[src/alu_pkg.sv]
// constants and types for the move, arithmetic and logic datapath
// Behaviour
// - the immediate-to-memory move only reaches system registers 0x80 to 0x87 and writes there in one cycle.
// - bank-zero moves carry a byte between the accumulator and bank zero, whatever the bank, in one cycle.
// - both exchange forms swap the accumulator with memory and take 1+N cycles.
// - the table read loads the program word at the Y:Z pointer into product-high and the accumulator in 2 cycles.
// - add-with-carry sums accumulator, memory and carry, sets carry on overflow, 1 cycle to A and 1+N to memory.
// - add-immediate adds the byte to A in one cycle and updates carry, decimal carry and zero.
// - the bank-zero add writes A plus the bank-zero byte back to it, updates carry and takes 1+N cycles.
// - subtract-with-borrow forms A minus M minus inverted carry, carry 0 on borrow and 1 otherwise, updates DC and Z.
// - subtract of memory forms A minus M, carry 0 on borrow, 1 cycle to A and 1+N to memory.
// - subtract-immediate forms A minus the byte in one cycle with carry 0 on borrow.
// - multiply puts the low product byte in A and the high byte in product-high in 2 cycles, zero from A only.
// - AND, OR and XOR update only zero and take 1 cycle to A and 1+N to memory.
// - N is 0 for a system register operand and 1 for general RAM.
package alu_pkg;
  localparam int DATA_W = 8;
  localparam int ADDR_W = 9;
  localparam int ROM_W = 16;
  localparam logic [ADDR_W-1:0] SYSREG_LO = 9'h080;
  localparam logic [ADDR_W-1:0] SYSREG_HI = 9'h087;
  localparam logic [ADDR_W-1:0] SYSREG_END = 9'h0FF;
  localparam logic [ADDR_W-1:0] BANK0_MASK = 9'h0FF;
  localparam logic [ADDR_W-1:0] PROD_HI_ADDR = 9'h082;
  localparam logic [ADDR_W-1:0] PTR_Z_ADDR = 9'h083;
  localparam logic [ADDR_W-1:0] PTR_Y_ADDR = 9'h084;
  localparam logic [DATA_W-1:0] ACC_RESET = 8'h00;
  localparam int TABLE_CYCLES = 2;
  localparam int MUL_CYCLES = 2;

  typedef enum logic [4:0]
  {
    OP_NOP      = 5'h00,
    OP_MOV_AM   = 5'h01,
    OP_MOV_MA   = 5'h02,
    OP_BANK_ZERO_MOVE_AM = 5'h03,
    OP_BANK_ZERO_MOVE_MA = 5'h04,
    OP_MOV_AI   = 5'h05,
    OP_MOV_MI   = 5'h06,
    OP_XCH      = 5'h07,
    OP_BANK_ZERO_EXCHANGE    = 5'h08,
    OP_TABLE    = 5'h09,
    OP_ADC_AM   = 5'h0A,
    OP_ADC_MA   = 5'h0B,
    OP_ADD_AM   = 5'h0C,
    OP_ADD_MA   = 5'h0D,
    OP_BANK_ZERO_ADD    = 5'h0E,
    OP_ADD_AI   = 5'h0F,
    OP_SBC_AM   = 5'h10,
    OP_SBC_MA   = 5'h11,
    OP_SUB_AM   = 5'h12,
    OP_SUB_MA   = 5'h13,
    OP_SUB_AI   = 5'h14,
    OP_MUL      = 5'h15,
    OP_AND_AM   = 5'h16,
    OP_AND_MA   = 5'h17,
    OP_AND_AI   = 5'h18,
    OP_OR_AM    = 5'h19,
    OP_OR_MA    = 5'h1A,
    OP_OR_AI    = 5'h1B,
    OP_XOR_AM   = 5'h1C,
    OP_XOR_MA   = 5'h1D,
    OP_XOR_AI   = 5'h1E
  } op_t;

  typedef enum logic [3:0]
  {
    ST_IDLE  = 4'b0001,
    ST_WAIT  = 4'b0010,
    ST_TABLE = 4'b0100,
    ST_MUL   = 4'b1000
  } state_t;
endpackage

[src/add_sub_unit.sv]
// 8-bit adder/subtractor with carry and nibble carry
`timescale 1ns/1ps
`default_nettype none
module add_sub_unit #(
  parameter int W = 8
) (
  input  wire logic [W-1:0] a_in,
  input  wire logic [W-1:0] b_in,
  input  wire logic         carry_in,
  input  wire logic         sub_in,
  output logic      [W-1:0] sum_out,
  output logic              carry_out,
  output logic              half_out
);
  logic [W-1:0] b_eff;
  logic [W:0]   full;
  logic [4:0]   low;

  // subtraction as a + ~b + c, so carry out means no borrow
  assign b_eff = sub_in ? ~b_in : b_in;
  assign full = {1'b0, a_in} + {1'b0, b_eff} + {{W{1'b0}}, carry_in};
  assign low = {1'b0, a_in[3:0]} + {1'b0, b_eff[3:0]} + {4'h0, carry_in};
  assign sum_out = full[W-1:0];
  assign carry_out = full[W];
  assign half_out = low[4];
endmodule
`default_nettype wire

[src/move_arith_datapath.sv]
// move, exchange, table read, arithmetic, multiply and logic datapath
`timescale 1ns/1ps
`default_nettype none
module move_arith_datapath
  import alu_pkg::*;
(
  input  wire logic                ref_clk_in,
  input  wire logic                rstn_in,
  input  wire logic                clk_en_in,
  input  wire logic                start_in,
  input  wire alu_pkg::op_t        op_in,
  input  wire logic [alu_pkg::ADDR_W-1:0] addr_in,
  input  wire logic [alu_pkg::DATA_W-1:0] imm_in,
  input  wire logic [alu_pkg::DATA_W-1:0] mem_rdata_in,
  input  wire logic [alu_pkg::ROM_W-1:0]  rom_data_in,
  input  wire logic [alu_pkg::DATA_W-1:0] ptr_y_in,
  input  wire logic [alu_pkg::DATA_W-1:0] ptr_z_in,
  output logic                     busy_out,
  output logic                     done_out,
  output logic                     illegal_out,
  output logic [alu_pkg::ADDR_W-1:0] mem_addr_out,
  output logic                     mem_we_out,
  output logic [alu_pkg::DATA_W-1:0] mem_wdata_out,
  output logic [alu_pkg::ROM_W-1:0]  rom_addr_out,
  output logic [alu_pkg::DATA_W-1:0] acc_out,
  output logic                     carry_flag_out,
  output logic                     decimal_carry_flag_out,
  output logic                     zero_flag_out
);
  import alu_pkg::*;

  state_t              state_q;
  op_t                 op_q;
  logic [ADDR_W-1:0]   addr_q;
  logic [DATA_W-1:0]   acc_q;
  logic [DATA_W-1:0]   prod_hi_q;
  logic                c_q;
  logic                dc_q;
  logic                z_q;
  logic                done_q;
  logic                illegal_q;
  logic [ADDR_W-1:0]   mem_addr_q;
  logic                mem_we_q;
  logic [DATA_W-1:0]   mem_wdata_q;
  logic [ROM_W-1:0]    rom_addr_q;

  logic [ADDR_W-1:0]   eff_addr;
  logic                is_sys;
  logic                take;
  logic [DATA_W-1:0]   as_b;
  logic                as_cin;
  logic                as_sub;
  logic [DATA_W-1:0]   as_sum;
  logic                as_cout;
  logic                as_half;
  logic [2*DATA_W-1:0] product;

  assign take = clk_en_in && start_in && (state_q == ST_IDLE);
  // bank-zero forms ignore the bank bits of the address
  assign eff_addr = (op_in == OP_BANK_ZERO_MOVE_AM || op_in == OP_BANK_ZERO_MOVE_MA || op_in == OP_BANK_ZERO_EXCHANGE || op_in == OP_BANK_ZERO_ADD)
                    ? (addr_in & BANK0_MASK) : addr_in;
  assign is_sys = (eff_addr >= SYSREG_LO) && (eff_addr <= SYSREG_END);
  assign product = acc_q * mem_rdata_in;

  always_comb
  begin
    as_b = mem_rdata_in;
    as_cin = 1'b0;
    as_sub = 1'b0;
    case (op_in)
      OP_ADC_AM, OP_ADC_MA: as_cin = c_q;
      OP_ADD_AI: as_b = imm_in;
      OP_SBC_AM, OP_SBC_MA:
      begin
        as_sub = 1'b1;
        as_cin = c_q; // a + ~m + c equals a - m - not c
      end
      OP_SUB_AM, OP_SUB_MA:
      begin
        as_sub = 1'b1;
        as_cin = 1'b1;
      end
      OP_SUB_AI:
      begin
        as_sub = 1'b1;
        as_cin = 1'b1;
        as_b = imm_in;
      end
      default:
      begin
        as_b = mem_rdata_in;
      end
    endcase
  end

  add_sub_unit #(
    .W (DATA_W)
  ) u_add_sub (
    .a_in      (acc_q),
    .b_in      (as_b),
    .carry_in  (as_cin),
    .sub_in    (as_sub),
    .sum_out   (as_sum),
    .carry_out (as_cout),
    .half_out  (as_half)
  );

  // sequencer: exchanges and arithmetic/logic writes with a general RAM operand stretch one wait cycle; system registers and plain moves do not
  always_ff @(posedge ref_clk_in)
  begin
    if (!rstn_in)
    begin
      state_q <= ST_IDLE;
      op_q <= OP_NOP;
      addr_q <= '0;
      done_q <= 1'b0;
    end
    else if (clk_en_in)
    begin
      done_q <= 1'b0;
      case (state_q)
        ST_IDLE:
        begin
          if (take)
          begin
            op_q <= op_in;
            addr_q <= eff_addr;
            case (op_in)
              OP_TABLE: state_q <= ST_TABLE;
              OP_MUL: state_q <= ST_MUL;
              OP_XCH, OP_BANK_ZERO_EXCHANGE, OP_ADC_MA, OP_ADD_MA, OP_BANK_ZERO_ADD, OP_SBC_MA, OP_SUB_MA, OP_AND_MA, OP_OR_MA,
              OP_XOR_MA:
              begin
                if (is_sys)
                  done_q <= 1'b1; // N = 0
                else
                  state_q <= ST_WAIT; // N = 1
              end
              default: done_q <= 1'b1;
            endcase
          end
        end
        ST_WAIT, ST_TABLE, ST_MUL:
        begin
          state_q <= ST_IDLE;
          done_q <= 1'b1;
        end
        default: state_q <= ST_IDLE;
      endcase
    end
  end

  // accumulator, product-high and flags, all settled in the issue cycle except table read
  always_ff @(posedge ref_clk_in)
  begin
    if (!rstn_in)
    begin
      acc_q <= ACC_RESET;
      prod_hi_q <= '0;
      c_q <= 1'b0;
      dc_q <= 1'b0;
      z_q <= 1'b0;
    end
    else if (clk_en_in)
    begin
      if (take)
      begin
        case (op_in)
          OP_MOV_AM, OP_BANK_ZERO_MOVE_AM:
          begin
            acc_q <= mem_rdata_in;
            z_q <= (mem_rdata_in == '0);
          end
          OP_MOV_AI: acc_q <= imm_in;
          OP_XCH, OP_BANK_ZERO_EXCHANGE: acc_q <= mem_rdata_in; // flags untouched
          OP_ADC_AM, OP_ADD_AM, OP_ADD_AI, OP_SBC_AM, OP_SUB_AM, OP_SUB_AI:
          begin
            acc_q <= as_sum;
            c_q <= as_cout;
            dc_q <= as_half;
            z_q <= (as_sum == '0);
          end
          OP_ADC_MA, OP_ADD_MA, OP_BANK_ZERO_ADD, OP_SBC_MA, OP_SUB_MA:
          begin
            c_q <= as_cout;
            dc_q <= as_half;
            z_q <= (as_sum == '0);
          end
          OP_MUL:
          begin
            acc_q <= product[DATA_W-1:0];
            prod_hi_q <= product[2*DATA_W-1:DATA_W];
            z_q <= (product[DATA_W-1:0] == '0); // zero from A only
          end
          OP_AND_AM:
          begin
            acc_q <= acc_q & mem_rdata_in;
            z_q <= ((acc_q & mem_rdata_in) == '0);
          end
          OP_AND_AI:
          begin
            acc_q <= acc_q & imm_in;
            z_q <= ((acc_q & imm_in) == '0);
          end
          OP_OR_AM:
          begin
            acc_q <= acc_q | mem_rdata_in;
            z_q <= ((acc_q | mem_rdata_in) == '0);
          end
          OP_OR_AI:
          begin
            acc_q <= acc_q | imm_in;
            z_q <= ((acc_q | imm_in) == '0);
          end
          OP_XOR_AM:
          begin
            acc_q <= acc_q ^ mem_rdata_in;
            z_q <= ((acc_q ^ mem_rdata_in) == '0);
          end
          OP_XOR_AI:
          begin
            acc_q <= acc_q ^ imm_in;
            z_q <= ((acc_q ^ imm_in) == '0);
          end
          OP_AND_MA: z_q <= ((acc_q & mem_rdata_in) == '0);
          OP_OR_MA: z_q <= ((acc_q | mem_rdata_in) == '0);
          OP_XOR_MA: z_q <= ((acc_q ^ mem_rdata_in) == '0);
          default:
          begin
            acc_q <= acc_q;
          end
        endcase
      end
      else if (state_q == ST_TABLE)
      begin
        acc_q <= rom_data_in[DATA_W-1:0];
        prod_hi_q <= rom_data_in[ROM_W-1:DATA_W];
      end
    end
  end

  // memory write port, registered; at most one write pulse per instruction
  always_ff @(posedge ref_clk_in)
  begin
    if (!rstn_in)
    begin
      mem_addr_q <= '0;
      mem_we_q <= 1'b0;
      mem_wdata_q <= '0;
      rom_addr_q <= '0;
      illegal_q <= 1'b0;
    end
    else if (clk_en_in)
    begin
      mem_we_q <= 1'b0;
      illegal_q <= 1'b0;
      if (take)
      begin
        mem_addr_q <= eff_addr;
        rom_addr_q <= {ptr_y_in, ptr_z_in};
        case (op_in)
          OP_MOV_MA, OP_BANK_ZERO_MOVE_MA, OP_XCH, OP_BANK_ZERO_EXCHANGE:
          begin
            mem_we_q <= 1'b1;
            mem_wdata_q <= acc_q;
          end
          OP_MOV_MI:
          begin
            // outside the system window the write is dropped and flagged
            if (eff_addr >= SYSREG_LO && eff_addr <= SYSREG_HI)
            begin
              mem_we_q <= 1'b1;
              mem_wdata_q <= imm_in;
            end
            else
              illegal_q <= 1'b1;
          end
          OP_ADC_MA, OP_ADD_MA, OP_BANK_ZERO_ADD, OP_SBC_MA, OP_SUB_MA:
          begin
            mem_we_q <= 1'b1;
            mem_wdata_q <= as_sum;
          end
          OP_AND_MA:
          begin
            mem_we_q <= 1'b1;
            mem_wdata_q <= acc_q & mem_rdata_in;
          end
          OP_OR_MA:
          begin
            mem_we_q <= 1'b1;
            mem_wdata_q <= acc_q | mem_rdata_in;
          end
          OP_XOR_MA:
          begin
            mem_we_q <= 1'b1;
            mem_wdata_q <= acc_q ^ mem_rdata_in;
          end
          OP_MUL:
          begin
            // product-high lives at a system address; mirror it there
            mem_addr_q <= PROD_HI_ADDR;
            mem_we_q <= 1'b1;
            mem_wdata_q <= product[2*DATA_W-1:DATA_W];
          end
          default:
          begin
            mem_we_q <= 1'b0;
          end
        endcase
      end
      else if (state_q == ST_TABLE)
      begin
        // product-high sits at a system address; mirror it as multiply does
        mem_addr_q <= PROD_HI_ADDR;
        mem_we_q <= 1'b1;
        mem_wdata_q <= rom_data_in[ROM_W-1:DATA_W];
      end
    end
  end

  assign busy_out = (state_q != ST_IDLE);
  assign done_out = done_q;
  assign illegal_out = illegal_q;
  assign mem_addr_out = mem_addr_q;
  assign mem_we_out = mem_we_q;
  assign mem_wdata_out = mem_wdata_q;
  assign rom_addr_out = rom_addr_q;
  assign acc_out = acc_q;
  assign carry_flag_out = c_q;
  assign decimal_carry_flag_out = dc_q;
  assign zero_flag_out = z_q;
endmodule
`default_nettype wire

[config.mk]
export PLATFORM = sky130hd
export DESIGN_NAME = move_arith_datapath
export DESIGN_NICKNAME = d
export VERILOG_FILES = /design/src/alu_pkg.sv /design/src/add_sub_unit.sv /design/src/move_arith_datapath.sv
export SDC_FILE = /design/constraint.sdc
export NUM_CORES = 1
export LEC_CHECK = 0
export BUFFER_PORTS_ARGS = -buffer_cell sky130_fd_sc_hd__buf_2
export CAP_MARGIN = 20
export CORE_MARGIN = 1
export CORE_UTILIZATION = 50
export CTS_CLUSTER_SIZE = 24
export DETAILED_ROUTE_END_ITERATION = 8
export PLACE_DENSITY_LB_ADDON = 0.25
export SLEW_MARGIN = 25
export SYNTH_ARGS = -nofsm -noshare
export SYNTH_HDL_FRONTEND = slang
export SYNTH_SLANG_ARGS = --single-unit
[constraint.sdc]
create_clock -name ref_clk_in -period 5.4 [get_ports ref_clk_in]
set_input_delay 0 -clock ref_clk_in [delete_from_list [all_inputs] [get_ports ref_clk_in]]
set_output_delay 0 -clock ref_clk_in [all_outputs]
set_load 0.005 [all_outputs]
==> Word level (Yosys, flattened, before mapping) <==
Index checks and enable logic that the tools add are counted.
{ "classes": {"n_reduce_logical": 42, "muxes": 31, "eq_ne": 41, "order_cmp": 3, "mul": 1, "bitwise_logic": 7, "add_sub_neg": 4} }
{ "ops": {"columns": ["operator", "count"], "rows": [
  ["8-bit case mux with 10 select lines", 1],
  ["5-bit == test, second input constant", 15],
  ["8-bit zero test", 9],
  ["8-bit two-way mux", 7],
  ["8-bit case mux with 7 select lines", 1],
  ["5-bit by 4-bit == test with 1-bit output, second input constant", 8],
  ["9-bit two-way mux", 4],
  ["5-bit by 3-bit == test with 1-bit output, second input constant", 4],
  ["9-bit by 8-bit <= comparator with 1-bit output, second input constant", 2],
  ["8-bit bitwise AND", 2],
  ["8-bit by 8-bit multiplier with 16-bit output", 1],
  ["8-bit OR", 2],
  ["8-bit XOR", 2],
  ["13-bit OR reduction", 1],
  ["4-bit two-way mux", 3],
  ["4-bit case mux with 3 select lines", 1],
  ["2-bit OR reduction", 6],
  ["4-bit OR reduction", 3],
  ["11-bit by 2-bit inequality test with 1-bit output, second input constant", 1],
  ["11-bit OR reduction", 1],
  ["5-bit by 2-bit == test with 1-bit output, second input constant", 2],
  ["10-bit OR reduction", 1],
  ["5-bit OR reduction", 2],
  ["8-bit by 8-bit adder with 9-bit output", 1],
  ["26 further kinds", 49]
]} }
{ "totals": {"out_inout_bits": 48, "ff_bits": 51, "word_cells": 140, "inputBits": 66} }

==> Longest topological paths before layout <==
Gate-level depths: netlist of the first run.
{ "logic_depth": {"ltp_word": 11, "ltp_mapped": 18, "ltp_nobuf": 18} }

==> By module <==
Synthesis of the first run repeated with hierarchy kept, for this count alone.
{ "unflattened": {"cells_unflattened": 891, "hier_area_um2": 7070.5} }
{ "by_module_without_submodules": {"columns": ["module", "seq_area_each_um2", "cells_each", "area_each_um2", "n_inst"], "rows": [
  ["move_arith_datapath", 1021.0, 841, 6651.4, 1],
  ["add_sub_unit", 0.0, 50, 419.2, 1]
]} }

==> Least setup slack after synthesis of the first run <==
No wires, ideal clock.
{ "synth_path": {"path_kind": "reg2reg", "startpoint": "reg acc_q[3] (netlist: acc_out[3])", "endpoint": "reg mem_wdata_q[4] (netlist: mem_wdata_out[4])", "arrival_time_ns": 4.246, "period_less_slack_ns": 4.373, "path_buffers": 0, "slack_ns": 1.027, "stages_incl_launch_ff": 16, "setup_ns": 0.127, "t_required_ns": 5.273, "cell_sequence": "dfxtp_1 clkinv_1 nor2_1 fa_1 fa_1 fa_1 inv_1 fa_1 inv_1 ha_1 nand2_1 o21ai_0 a221oi_1 xnor2_1 a221oi_1 o22ai_1"} }
{ "synth_via": {"elab_chain_cells": 4, "word_cells_on_any_way": 5, "classes_between": "add/sub: 2; mul: 1; mux: 2"} }
{ "synth_lines": {"columns": ["item", "line_no", "rtl"], "rows": [
  ["start, declared", "move_arith_datapath.sv:35", "logic [DATA_W-1:0] acc_q;"],
  ["start signal, assigned", "move_arith_datapath.sv:171", "acc_q <= mem_rdata_in;"],
  ["start signal, assigned", "move_arith_datapath.sv:174", "OP_MOV_AI: acc_q <= imm_in;"],
  ["start signal, assigned", "move_arith_datapath.sv:175", "OP_XCH, OP_BANK_ZERO_EXCHANGE: acc_q <= mem_rdata_in;"],
  ["parallel branches: the longest is 2 deep, another holds 8-bit by 8-bit multiplier with 16-bit output", null, null],
  ["8-bit case mux with 7 select lines *", "move_arith_datapath.sv:261", "case (op_in)"],
  ["8-bit two-way mux *", "move_arith_datapath.sv:257", "if (take)"],
  ["end signal, assigned", "move_arith_datapath.sv:265", "mem_wdata_q <= acc_q;"],
  ["end signal, assigned", "move_arith_datapath.sv:273", "mem_wdata_q <= imm_in;"],
  ["end signal, assigned", "move_arith_datapath.sv:281", "mem_wdata_q <= as_sum;"],
  ["end, declared", "move_arith_datapath.sv:44", "logic [DATA_W-1:0] mem_wdata_q;"]
]} }
Every way passes the cells marked *.
A chain may end at the register's enable or synchronous reset.

==> Final worst setup path of the first run <==
Ends and elaborated chain as after synthesis.

==> summary by stage, run 1 <==
Clock network
The count of clock tree sinks is 51. The CTS tree is done. The clock transition at the registers of the reported paths is 0.07 ns. Post-CTS repair changed the size of 0 cells. In this run the number of H-tree levels came out at 2. The library cell used as clock root buffer is sky130_fd_sc_hd__clkbuf_16.

The clock latency at the later pin of the worst-skew pair is 0.29 ns. The clock passes through at most 2 buffers. The number of clock buffers added by TritonCTS is 5.

Floorplanning
The die is 117 um wide. 114 I/O pins were placed. The area enclosed by the die boundary is 0.0136 mm2. The number of core rows is 41. The vertical die dimension is 117 um. Once the floorplan was initialized, standard cells occupied 51.6% of the core. The core box area is 0.0127 mm2.

Global route
The number of global-route vias before repair is 6742. The initial antenna violation count is 0. The total routing resource utilization after global routing is 37.1%.

The wire length of the first global-routing pass is 37900 um. The total overflow left after global routing is 0. The maximum number of pins on one net before global-route repair is 45.

Power
Power spread over the standard cell area amounts to 179 mW/mm2. The combinational fraction of design power is 45.4%. VDD sags by at most 0.140 mV. Of the total power, the share spent switching nets is 41.3%.

The internal power of the cells totals 0.803 mW. The final total power is 1.37 mW. The static leakage is 3.49 nW.

The register share of total power is 30.4%. The clock group share of total power is 24.1%. In this run the power spent charging and discharging nets is 0.565 mW.

Logic synthesis
Each instance of the synthesized netlist takes up on average 7.70 um2. The most used flip-flop cell after synthesis is sky130_fd_sc_hd__dfxtp_1. The sequential area share after synthesis is 15.5%. The count of flip-flops with a built-in enable after synthesis is 0. The fraction of synthesis flops using an asynchronous set or reset pin is 0%.

The area fraction of the dominant cell type after synthesis is 15.5%. The largest total area in the synthesized netlist belongs to sky130_fd_sc_hd__dfxtp_1. Yosys attributes the largest share of cell area to sky130_fd_sc_hd__dfxtp_1 16%, sky130_fd_sc_hd__ha_1 14%, sky130_fd_sc_hd__fa_1 12%, sky130_fd_sc_hd__nor2_1 5.5%, sky130_fd_sc_hd__a21oi_1 5.2%. Synthesis inferred 51 register bits.

The count of cell types in the netlist is 77. The cell area after synthesis is 0.00657 mm2. During synthesis, Yosys emitted a total of 0 warnings.

The cell count after synthesis came out at 853. The synthesized netlist net count is 1032.

STA
In the finished design, the share of the clock period the worst path needs comes to 91.0%. The final critical delay including setup and external delays is 4.91 ns. For the pin with the worst max-slew slack, the measured transition is 1.04 ns. The total count of max-transition violations in the final report is 0. Across the routed clock network, the largest skew measured is 0.00317 ns. The final setup TNS is 0 ns.

The worst slew margin relative to its limit is 31.0%. The maximum operating frequency is 204 MHz. Setup repair after global routing left no endpoint under its margin. The worst path meets setup with 0.488 ns of slack. The total of endpoints with negative setup slack in the final report is 0.

The number of hold violations in the final report is 0.

Cells and area
The net count of the finished layout is 1144. The filler cell count in the final layout is 1249. The share of post-route cells with drive strength above 1 is 15.2%. The final instance area is 0.00762 mm2. The number of antenna diodes in the final layout is 0. From synthesis to final layout, the design area changed by 16.0%.

Placement
The half-perimeter wire length of the detailed placement result is 18800 um. After detailed placement, the total cell area comes to 0.00723 mm2. The congestion estimate from routability-driven global placement came to 1.01.

During placement, the flow inserted port buffers numbering 113. The worst slack at placement is 0.571 ns.

Status
The flow ran to the end, and the final reports show no timing, DRC or antenna violations.

Worst hold path
The start point of the worst hold path is addr_in[7]. The worst hold path belongs to the class in2reg. Along the worst hold path, the cell count comes to 3.

Routing
The average wire per cell in the routed design is 21.9 um. In this run the remaining antenna-violating nets after routing total 0. Using the TritonRoute via totals, the vias-per-cell ratio works out to 6.39. In this run, the number of DRC markers left after iteration 0 of detailed routing was 1081. The length of the first detailed-routing pass in iterations is 6. For this block, the via count after detailed routing is 7273. The number of remaining DRC errors is 0. Wires add up to 24900 um.

Worst setup path
The launching element of the worst setup path is acc_out[3]. The worst register-to-register path begins at acc_out[3]. The most critical setup path has its endpoint at mem_wdata_out[4]. The endpoint identified for the worst register-to-register timing path is mem_wdata_out[4]. The flop-to-flop setup slack is 0.49 ns. The type of destination of the critical path is a flop. The kind of critical path is reg2reg. For the worst flop-to-flop path, the logic depth is 15. The critical path startpoint category is a flop.

The top fanout value on the critical path is 9. The required time of the worst setup path is 5.55 ns. STA puts the critical path data arrival time at 5.06 ns.

Flow run
The max-capacitance violation count is 0.
cells by family after synthesis:
family	Yosys count	share of synthesized area (%)
adders and majority gates	113	25.9
AOI/OAI and AO/OA	243	25.2
xor gates and xnor gates	30	4.21
muxes	2	0.324
and+or+nand+nor	296	21.5
buffers and inverters	118	7.35
DFF	51	15.5
through the flow:
| stage | std cells | utilization (%) | hold WS [ns] |
|---|---|---|---|
| floorplan | 853 | - | 0.136 |
| global placement | 1106 | 56.8 | 0.240 |
| detailed placement | 1106 | 56.8 | 0.246 |
| CTS | 1138 | 59.9 | 0.00309 |
| global route | 1138 | 59.9 | 0.0272 |
| finish | 1138 | 59.9 | 0.0101 |
worst min-delay path by stage:
stage	end	slack, ns
after floorplan	rom_addr_out[0]	0.14
after global placement	rom_addr_out[11]	0.24
after detailed placement	rom_addr_out[0]	0.25
after CTS	mem_addr_out[7]	0.003
after global routing	mem_addr_out[7]	0.03
final	mem_addr_out[7]	0.01
synth_stat cells (3+ instances only):
| library cell | count |
|---|---|
| sky130_fd_sc_hd__a22o_1 | 4 |
| sky130_fd_sc_hd__a22oi_1 | 22 |
| sky130_fd_sc_hd__a21o_1 | 8 |
| sky130_fd_sc_hd__a32oi_1 | 3 |
| sky130_fd_sc_hd__nand2b_1 | 12 |
| sky130_fd_sc_hd__a222oi_1 | 3 |
| sky130_fd_sc_hd__nor4_1 | 10 |
| sky130_fd_sc_hd__a211o_1 | 3 |
| sky130_fd_sc_hd__or3_1 | 8 |
| sky130_fd_sc_hd__or4_1 | 3 |
| sky130_fd_sc_hd__nor3_1 | 16 |
| sky130_fd_sc_hd__dfxtp_1 | 51 |
| sky130_fd_sc_hd__clkbuf_1 | 20 |
| sky130_fd_sc_hd__inv_1 | 73 |
| sky130_fd_sc_hd__a221oi_1 | 14 |
| sky130_fd_sc_hd__xnor2_1 | 12 |
| sky130_fd_sc_hd__nand2_1 | 86 |
| sky130_fd_sc_hd__nand3_1 | 15 |
| sky130_fd_sc_hd__o21ai_1 | 3 |
| sky130_fd_sc_hd__o22ai_1 | 6 |
| sky130_fd_sc_hd__a221o_1 | 4 |
| sky130_fd_sc_hd__clkinv_1 | 4 |
| sky130_fd_sc_hd__a31oi_1 | 10 |
| sky130_fd_sc_hd__fa_1 | 38 |
| sky130_fd_sc_hd__buf_2 | 17 |
| sky130_fd_sc_hd__nand3b_1 | 4 |
| sky130_fd_sc_hd__o2111ai_1 | 8 |
| sky130_fd_sc_hd__o32ai_1 | 3 |
| sky130_fd_sc_hd__and3_1 | 3 |
| sky130_fd_sc_hd__o21ai_0 | 38 |
| sky130_fd_sc_hd__a21oi_1 | 68 |
| sky130_fd_sc_hd__nor2_1 | 97 |
| sky130_fd_sc_hd__nor2b_1 | 13 |
| sky130_fd_sc_hd__xor2_1 | 17 |
| sky130_fd_sc_hd__ha_1 | 75 |
| sky130_fd_sc_hd__a211oi_1 | 10 |
| sky130_fd_sc_hd__o211ai_1 | 11 |
| sky130_fd_sc_hd__nor2_2 | 3 |
| sky130_fd_sc_hd__nand4_1 | 13 |
registers in the layout, summed over array words and instances (netlist names):
| name | count |
|---|---|
| mem_addr_out | 9 |
| mem_wdata_out | 8 |
| rom_addr_out | 16 |
| decimal_carry_flag_out | 1 |
| mem_we_out | 1 |
| state_q | 4 |
| acc_out | 8 |
| illegal_out | 1 |
| zero_flag_out | 1 |
| carry_flag_out | 1 |
| done_out | 1 |
cell type report:
type,count,area [um2],share of cell area (%)
repair buffers,146,873,11.5
inverters,77,289,3.79
multi-input cells,684,5070,66.5
clock buffers,5,125,1.64
clock inverters,3,27.5,0.361
flip-flops and latches,51,1020,13.4
well taps,172,215,2.82
layout by cell type (no fill, tap or decap), types with 24 or more instances in the layout:
cell	synthesis	layout
sky130_fd_sc_hd__buf_2	17	113
sky130_fd_sc_hd__nor2_1	97	97
sky130_fd_sc_hd__nand2_1	86	86
sky130_fd_sc_hd__ha_1	75	75
sky130_fd_sc_hd__inv_1	73	73
sky130_fd_sc_hd__a21oi_1	68	68
sky130_fd_sc_hd__dfxtp_1	51	51
sky130_fd_sc_hd__o21ai_0	38	38
sky130_fd_sc_hd__fa_1	38	38
sky130_fd_sc_hd__dlygate4sd3_1	0	24
power groups by stage:
stage | Combinational (mW) | Sequential [mW] | Clock [mW]
after floorplan | 0.384 | 0.424 | 0
after global placement | 0.587 | 0.423 | 0
after detailed placement | 0.586 | 0.424 | 0
after CTS | 0.603 | 0.415 | 0.333
after global routing | 0.671 | 0.419 | 0.348
final | 0.621 | 0.416 | 0.330
worst max-delay path: stages, from the launching register on:
cell                       delay [ns]
sky130_fd_sc_hd__dfxtp_1         0.49
sky130_fd_sc_hd__clkinv_1        0.35
sky130_fd_sc_hd__nor2_1          0.24
sky130_fd_sc_hd__fa_1            0.48
sky130_fd_sc_hd__fa_1            0.54
sky130_fd_sc_hd__fa_1            0.54
sky130_fd_sc_hd__inv_1           0.05
sky130_fd_sc_hd__fa_1            0.52
sky130_fd_sc_hd__inv_1           0.04
sky130_fd_sc_hd__ha_1            0.36
sky130_fd_sc_hd__nand2_1         0.15
sky130_fd_sc_hd__o21ai_0         0.11
sky130_fd_sc_hd__a221oi_1        0.37
sky130_fd_sc_hd__xnor2_1         0.11
sky130_fd_sc_hd__a221oi_1        0.27
sky130_fd_sc_hd__o22ai_1         0.14
routing by layer:
layer,up-vias,part of all wire [%],GRT usage [%]
met4,0,4.7,16.1
met1,3433,41,51.8
met3,92,10,6.23
met5,-,0,0
met2,465,44,56.3
li1,3283,-,-
timing repair:
action                                 CTS  global route
hold buffers                            24             0
setup buffers                            0             0
endpoints found under the hold margin   24             0
No activity file was read; power rests on OpenSTA's default activity.
==> inputs of run 2 (changes only) <==
- REMOVE_ABC_BUFFERS: not set -> 1
==> run 2 against run 1 <==
Effect of this change: the flow now finishes with violations (hold timing); core utilization up 0.33 points; hold slack got worse by 0.012 ns; register-to-register slack got worse by 0.02 ns; critical path type unchanged; routed wire length down 5.5%.
==> summary by stage, run 2 (same netlist as run 1, synthesis figures left out) <==
Clock network
Clock latency on the worst-skew pair, taken at its later pin, is 0.30 ns. For this design, the sink count on the clock tree is 51. The number of buffers inserted during clock tree synthesis is 5. The CTS H-tree depth is 2. The clock transition at the registers of the reported paths is 0.08 ns.

TritonCTS built the clock tree. The library cell used as clock root buffer is sky130_fd_sc_hd__clkbuf_16. No sink is reached through more buffers than the 2 on the longest clock path.

STA
The pin slew with the least headroom to its limit is 1.00 ns. The total count of max-transition violations in the final report is 0. Setup repair after global routing left no endpoint under its margin. The number of hold violations in the final report is 1. The tightest hold path in the finished design has a slack of -0.00155 ns. The final critical delay including setup and external delays is 4.93 ns. The final cycle utilization of the critical path is 91.4%.

The setup skew after layout is 0.0135 ns. Based on the critical path, the design can be clocked at up to 203 MHz. The total of endpoints with negative setup slack in the final report is 0. The worst slew margin relative to its limit is 32.8%. The final setup TNS is 0 ns.

Worst hold path
The tightest min-delay check is of the in2reg type. The startpoint identified for the worst hold timing path is rom_data_in[10].

Floorplanning
The horizontal die dimension is 117 um. The number of core rows is 41. In this run the count of I/O pins placed on the die edge is 114. The core box area is 0.0127 mm2. The die is 117 um tall.

The area enclosed by the die boundary is 0.0136 mm2. The initial standard-cell utilization of the core is 51.6%.

Routing
In the routed layout, each cell is associated on average with a via count of 6.19. The number of remaining DRC errors is 0. Summing over every cut layer, the via total after detailed routing is 7073. The sum of routed wire length over all layers is 23500 um. The count of nets left with antenna violations once routing finished came out at 0. The length of the first detailed-routing pass in iterations is 6. In the final routed layout, each cell accounts on average for 20.6 um. After the first detailed-routing iteration, the DRC count stood at 889.

Power
The static leakage is 3.50 nW. Net switching is 41.3% of the power. The cell internal power dissipation is 0.806 mW. The register share of total power is 30.4%. Of the total power, the clock network draws 24.9%. The design draws 1.37 mW. The analysis attributes to net switching a power of 0.568 mW. The areal power density over the cells is 179 mW/mm2.

The worst-case IR drop observed on VDD is 0.151 mV. The combinational fraction of design power is 44.7%.

Cells and area
The register with the most flip-flops in the layout has 16 of them. The count of inserted antenna diode cells is 0. The count of cells in the finished layout, fillers not included, comes to 1142.

The library cells used most frequently in the layout, excluding fill and tap cells, are 113 x sky130_fd_sc_hd__buf_2, 97 x sky130_fd_sc_hd__nor2_1, 86 x sky130_fd_sc_hd__nand2_1. From synthesis to final layout, the design area changed by 16.7%. The library cell used most frequently in the layout, excluding fill and tap cells, is sky130_fd_sc_hd__buf_2. Cells with a size suffix above 1 make up 15.5% of the layout. The final instance area is 0.00766 mm2. The layout net count is 1148. Fill cells in the final layout number 1195.

Status
The run finished, with violations left. The checks that failed: hold timing.

Worst setup path
The type of destination of the critical path is a flop. On the worst path, the slowest cell contributes a delay of 0.54 ns. Counting both buffers and inverters, the worst setup path holds a total of 3. The most prevalent standard cell on the critical path is sky130_fd_sc_hd__fa_1. The launching element of the worst setup path is acc_out[3]. The kind of cell adding the most delay to the critical path is adder cells. STA puts the critical path data required time at 5.56 ns. The arrival time at the worst endpoint is 5.09 ns. The worst setup path is launched from a flop. The worst reg2reg path startpoint is acc_out[3].

The top fanout value on the critical path is 9. Walking the worst path, the cells encountered are clkinv_1 > nor2_1 > fa_1 > fa_1 > fa_1 > inv_1 > fa_1 > inv_1 > ha_1 > nand2_1 > o21ai_0 > a221oi_1 > xnor2_1 > a221oi_1 > o22ai_1. On the critical path, the stage with the largest delay is an instance of sky130_fd_sc_hd__fa_1. The kind of critical path is reg2reg.

Placement
Detailed placement finished with a half-perimeter wire length of 17900 um. The placed cell count is 1108. The number of port buffers is 113.

Routability-driven placement finished with a final weighted congestion of 1.08. The placed standard-cell area is 0.00725 mm2.

Flow run
The max-capacitance violation count is 0.

Global route
The initial antenna violation count is 0. The remaining global-route overflow is 0. The number of global-route vias before repair was 6616.

For this run, the total global-route usage over all layers was measured as 35.6%. The first global-routing pass estimated 36600 um of wire. Entering global routing, the biggest net connects 45 pins.
run 2: final timing paths:
path	to	slack, ns	cells past startpoint
worst min register to register	rom_addr_out[12]	0.45	2
worst max-delay path	mem_wdata_out[4]	0.47	15
worst min-delay path	mem_wdata_out[2]	-0.002	3
worst max register to register	mem_wdata_out[4]	0.47	15
run 2: worst min-delay path: stages:
cell                      delay [ns]
sky130_fd_sc_hd__buf_2          0.08
sky130_fd_sc_hd__a21oi_1        0.05
sky130_fd_sc_hd__a31oi_1        0.14
run 2: per-stage QoR:
step	util, %	setup WS (ns)	hold slack (ns)
after global routing	60.2	0.151	0.0398
after global placement	56.9	0.647	0.241
after floorplan	-	1.01	0.136
final	60.2	0.466	-0.00155
after CTS	60.2	0.462	0.00201
after detailed placement	57.0	0.501	0.247
run 2: routing by layer:
metal	wire length (um)	share of wire (%)	global-route usage (%)
met5	0	0	0
met4	958	4.1	13.4
met3	2660	11	8.72
met2	10100	43	52.5
met1	9810	42	49.9
run 2: final cells by class:
| type | instances | area [um2] | area share [%] |
|---|---|---|---|
| Multi-Input combinational cell | 684 | 5080 | 66.3 |
| Sequential cell | 51 | 1020 | 13.3 |
| Timing Repair Buffer | 150 | 908 | 11.9 |
| Inverter | 77 | 289 | 3.77 |
| Tap cell | 172 | 215 | 2.81 |
| Clock buffer | 5 | 125 | 1.63 |
| Clock inverter | 3 | 27.5 | 0.359 |
run 2: power groups by stage:
| stage | clock (mW) | combinational (mW) | sequential [mW] |
|---|---|---|---|
| after floorplan | 0 | 0.360 | 0.424 |
| after global placement | 0 | 0.584 | 0.424 |
| after detailed placement | 0 | 0.580 | 0.425 |
| after CTS | 0.343 | 0.600 | 0.417 |
| after global routing | 0.358 | 0.669 | 0.420 |
| final | 0.342 | 0.614 | 0.418 |
run 2: repair_timing:
action | in CTS | in global routing
gates resized for setup | 0 | 0
hold endpoints to repair | 26 | 0
buffers inserted | 0 | 0
hold buffers | 26 | 0
==> inputs of run 3 (changes only) <==
- CORE_UTILIZATION: 50 -> 51
==> run 3 against run 2 <==
Effect of this change: the run still ends with hold timing left; via count grew 1.3%; design area shrank 0.29%; critical path depth is the same; setup slack lost 0.043 ns; routed wire length grew 2.2%; hold slack gained 0.0012 ns; power grew 0.38%; global-route usage grew 1.3 points; maximum frequency shrank 0.87%; die area shrank 1.9%; core utilization grew 0.56 points; largest cell class unchanged; largest power group unchanged.
==> summary by stage, run 3 (same netlist as run 1, synthesis figures left out) <==
Status
The flow ran to the end, but the final reports show violations. The checks that failed: hold timing.

Floorplanning
Pin placement for this block handled 114 I/O pins. In this run the standard cell core region covers 0.0126 mm2. The die covers 0.0133 mm2. The initial utilization of the core area, before any placement, comes to 52.3%. Row generation in the floorplan step produced 41 rows. The die is 115 um tall.

The horizontal die dimension is 115 um.

STA
The total count of max-transition violations in the final report is 0. The final cycle utilization of the critical path is 92.2%. Setup violations remaining at the end of the flow were counted as 0. The number of hold violations in the final report is 1.

Setup total negative slack on the finished layout was measured at 0 ns. The worst slew margin relative to its limit is 35.2%. At the pin with the least slew margin, the transition time is 0.972 ns. For this run, the top clock speed supported by timing is 201 MHz. Clock skew on the completed layout was measured at 0.00787 ns. The minimum hold slack is -0.000376 ns.

The final critical delay including setup and external delays is 4.98 ns. Setup repair after global routing left no endpoint under its margin.

Routing
The average wire per cell in the routed design is 21.1 um. The count of vias placed by the detailed router is 7163. In the routed layout, each cell is associated on average with a via count of 6.28.

The count of nets left with antenna violations once routing finished came out at 0. The first TritonRoute pass finished after 6 iterations. The number of remaining DRC errors is 0.

For this block, the routed nets add up to 24000 um of wire. The detailed router's first-iteration violation count is 924.

Worst hold path
The worst min-delay path category is in2reg.

Cells and area
The layout net count is 1146. The repair_antennas step left the layout with diodes totalling 0. After routing the design area is 0.00764 mm2. The flip-flop count of the largest register after layout is 16. Compared with the post-synthesis result, the final layout area differs by 16.3%. The finished layout holds 1140 standard cells, fillers aside.

Leaving out fill and tap cells, the most frequent cells in the layout are 113 x sky130_fd_sc_hd__buf_2, 97 x sky130_fd_sc_hd__nor2_1, 86 x sky130_fd_sc_hd__nand2_1. Cells with a size suffix above 1 make up 15.4% of the layout. Leaving out fill and tap cells, the most frequent cell in the layout is sky130_fd_sc_hd__buf_2.

Clock network
The CTS H-tree depth is 2. The setup fix buffers added after clock tree synthesis is 0. The count of clock tree sinks is 51. After clock tree synthesis, the clock-pin slew on the worst setup and hold paths is 0.08 ns.

The CTS tree is done. In this run the deepest clock path goes through 2 buffers. TritonCTS created 5 clock buffers.

The later pin in the worst-skew pair is clocked with a latency of 0.30 ns. Once the clock tree was built, the resizer swapped 0 gates to a different size. The library cell used as clock root buffer is sky130_fd_sc_hd__clkbuf_16.

Global route
The met1 routing resource usage after global routing is 50.5%. met2 is the most crowded layer. The first global-routing pass estimated 37300 um of wire. The total routing resource utilization after global routing is 36.9%. The initial antenna violation count is 0.

The number of global-route vias before repair came to 6810. The maximum number of pins on one net before global-route repair is 36. For met2 alone, demand over resource in global routing was 55.6%. The remaining global-route overflow is 0.

In the global route stage, met3 resource usage came out at 8.53%.

Worst setup path
The setup path with the least slack is of type reg2reg. The kind of cell adding the most delay to the critical path is adder cells. The delay contributed by the slowest stage of the critical path is 0.55 ns. The worst setup path is captured at a flop. The top fanout value on the critical path is 9.

For the worst setup path, the data arrival time is 5.13 ns. The most prevalent standard cell on the critical path is sky130_fd_sc_hd__fa_1. The worst setup path is launched from a flop. The slowest stage of the critical path belongs to the cell sky130_fd_sc_hd__fa_1. At the worst endpoint, the required time is 5.56 ns. Counting both buffers and inverters, the worst setup path holds a total of 3.

Traced cell by cell, the critical path runs through clkinv_1 > nor2_1 > fa_1 > fa_1 > fa_1 > inv_1 > fa_1 > inv_1 > ha_1 > nand2_1 > o21ai_0 > a221oi_1 > xnor2_1 > a221oi_1 > o22ai_1.

Placement
Input and output buffers added on the ports amount to 113. At the end of routability-driven placement, the weighted congestion stood at 1.06. Once placement completed, the tool counted placed cells totaling 1108.

The placed instances occupy a cell area of 0.00725 mm2. After legalization and detailed placement, the total HPWL measured 18400 um.

Power
Across the VDD grid, the largest voltage drop is 0.152 mV. The areal power density over the cells is 180 mW/mm2. Summed over all cells, the static leakage comes to 3.50 nW.

Flow run
Across the run, the number of max-cap violations was 0.
run 3: tightest hold or removal path: stages:
cell	delay, ns
sky130_fd_sc_hd__buf_2	0.07
sky130_fd_sc_hd__o21ai_0	0.08
sky130_fd_sc_hd__o21ai_1	0.11
run 3: final timing paths:
check                   from               end  slack [ns]  depth (start not counted)
min reg2reg  rom_addr_out[1]   rom_addr_out[1]        0.45                          2
max reg2reg       acc_out[3]  mem_wdata_out[4]        0.42                         15
max               acc_out[3]  mem_wdata_out[4]        0.42                         15
min           rom_data_in[0]        acc_out[0]     -0.0004                          3
run 3: final cells by class:
class | count | area (um2)
timing repair buffer | 148 | 888
inverter | 77 | 289
tap | 172 | 215
multi-input combinational | 684 | 5070
fill | 1175 | 4930
clock buffer | 5 | 125
sequential | 51 | 1020
clock inverter | 3 | 28.8
run 3: stage by stage:
stage | power (mW) | setup WS, ns | util, %
final | 1.38 | 0.422 | 60.8
after CTS | 1.36 | 0.440 | 60.8
after global routing | 1.45 | 0.123 | 60.8
after detailed placement | 1.01 | 0.466 | 57.7
after floorplan | 0.784 | 1.01 | -
after global placement | 1.01 | 0.629 | 57.6
run 3: where the power goes:
part           total (mW)  switching [mW]  internal [mW]
Combinational       0.618           0.388          0.230
Sequential          0.418          0.0201          0.398
Clock               0.343           0.166          0.177
Total                1.38           0.574          0.805
run 3: timing repair:
item,in CTS,in global routing
hold endpoints to repair,24,0
hold buffers,24,0
setup endpoints to repair,0,0
run 3: layer usage:
| metal | part of all wire (%) | wire [um] |
|---|---|---|
| met1 | 41 | 9930 |
| met2 | 44 | 10500 |
| met3 | 11 | 2600 |
| met4 | 4.0 | 970 |
| met5 | 0 | 0 |
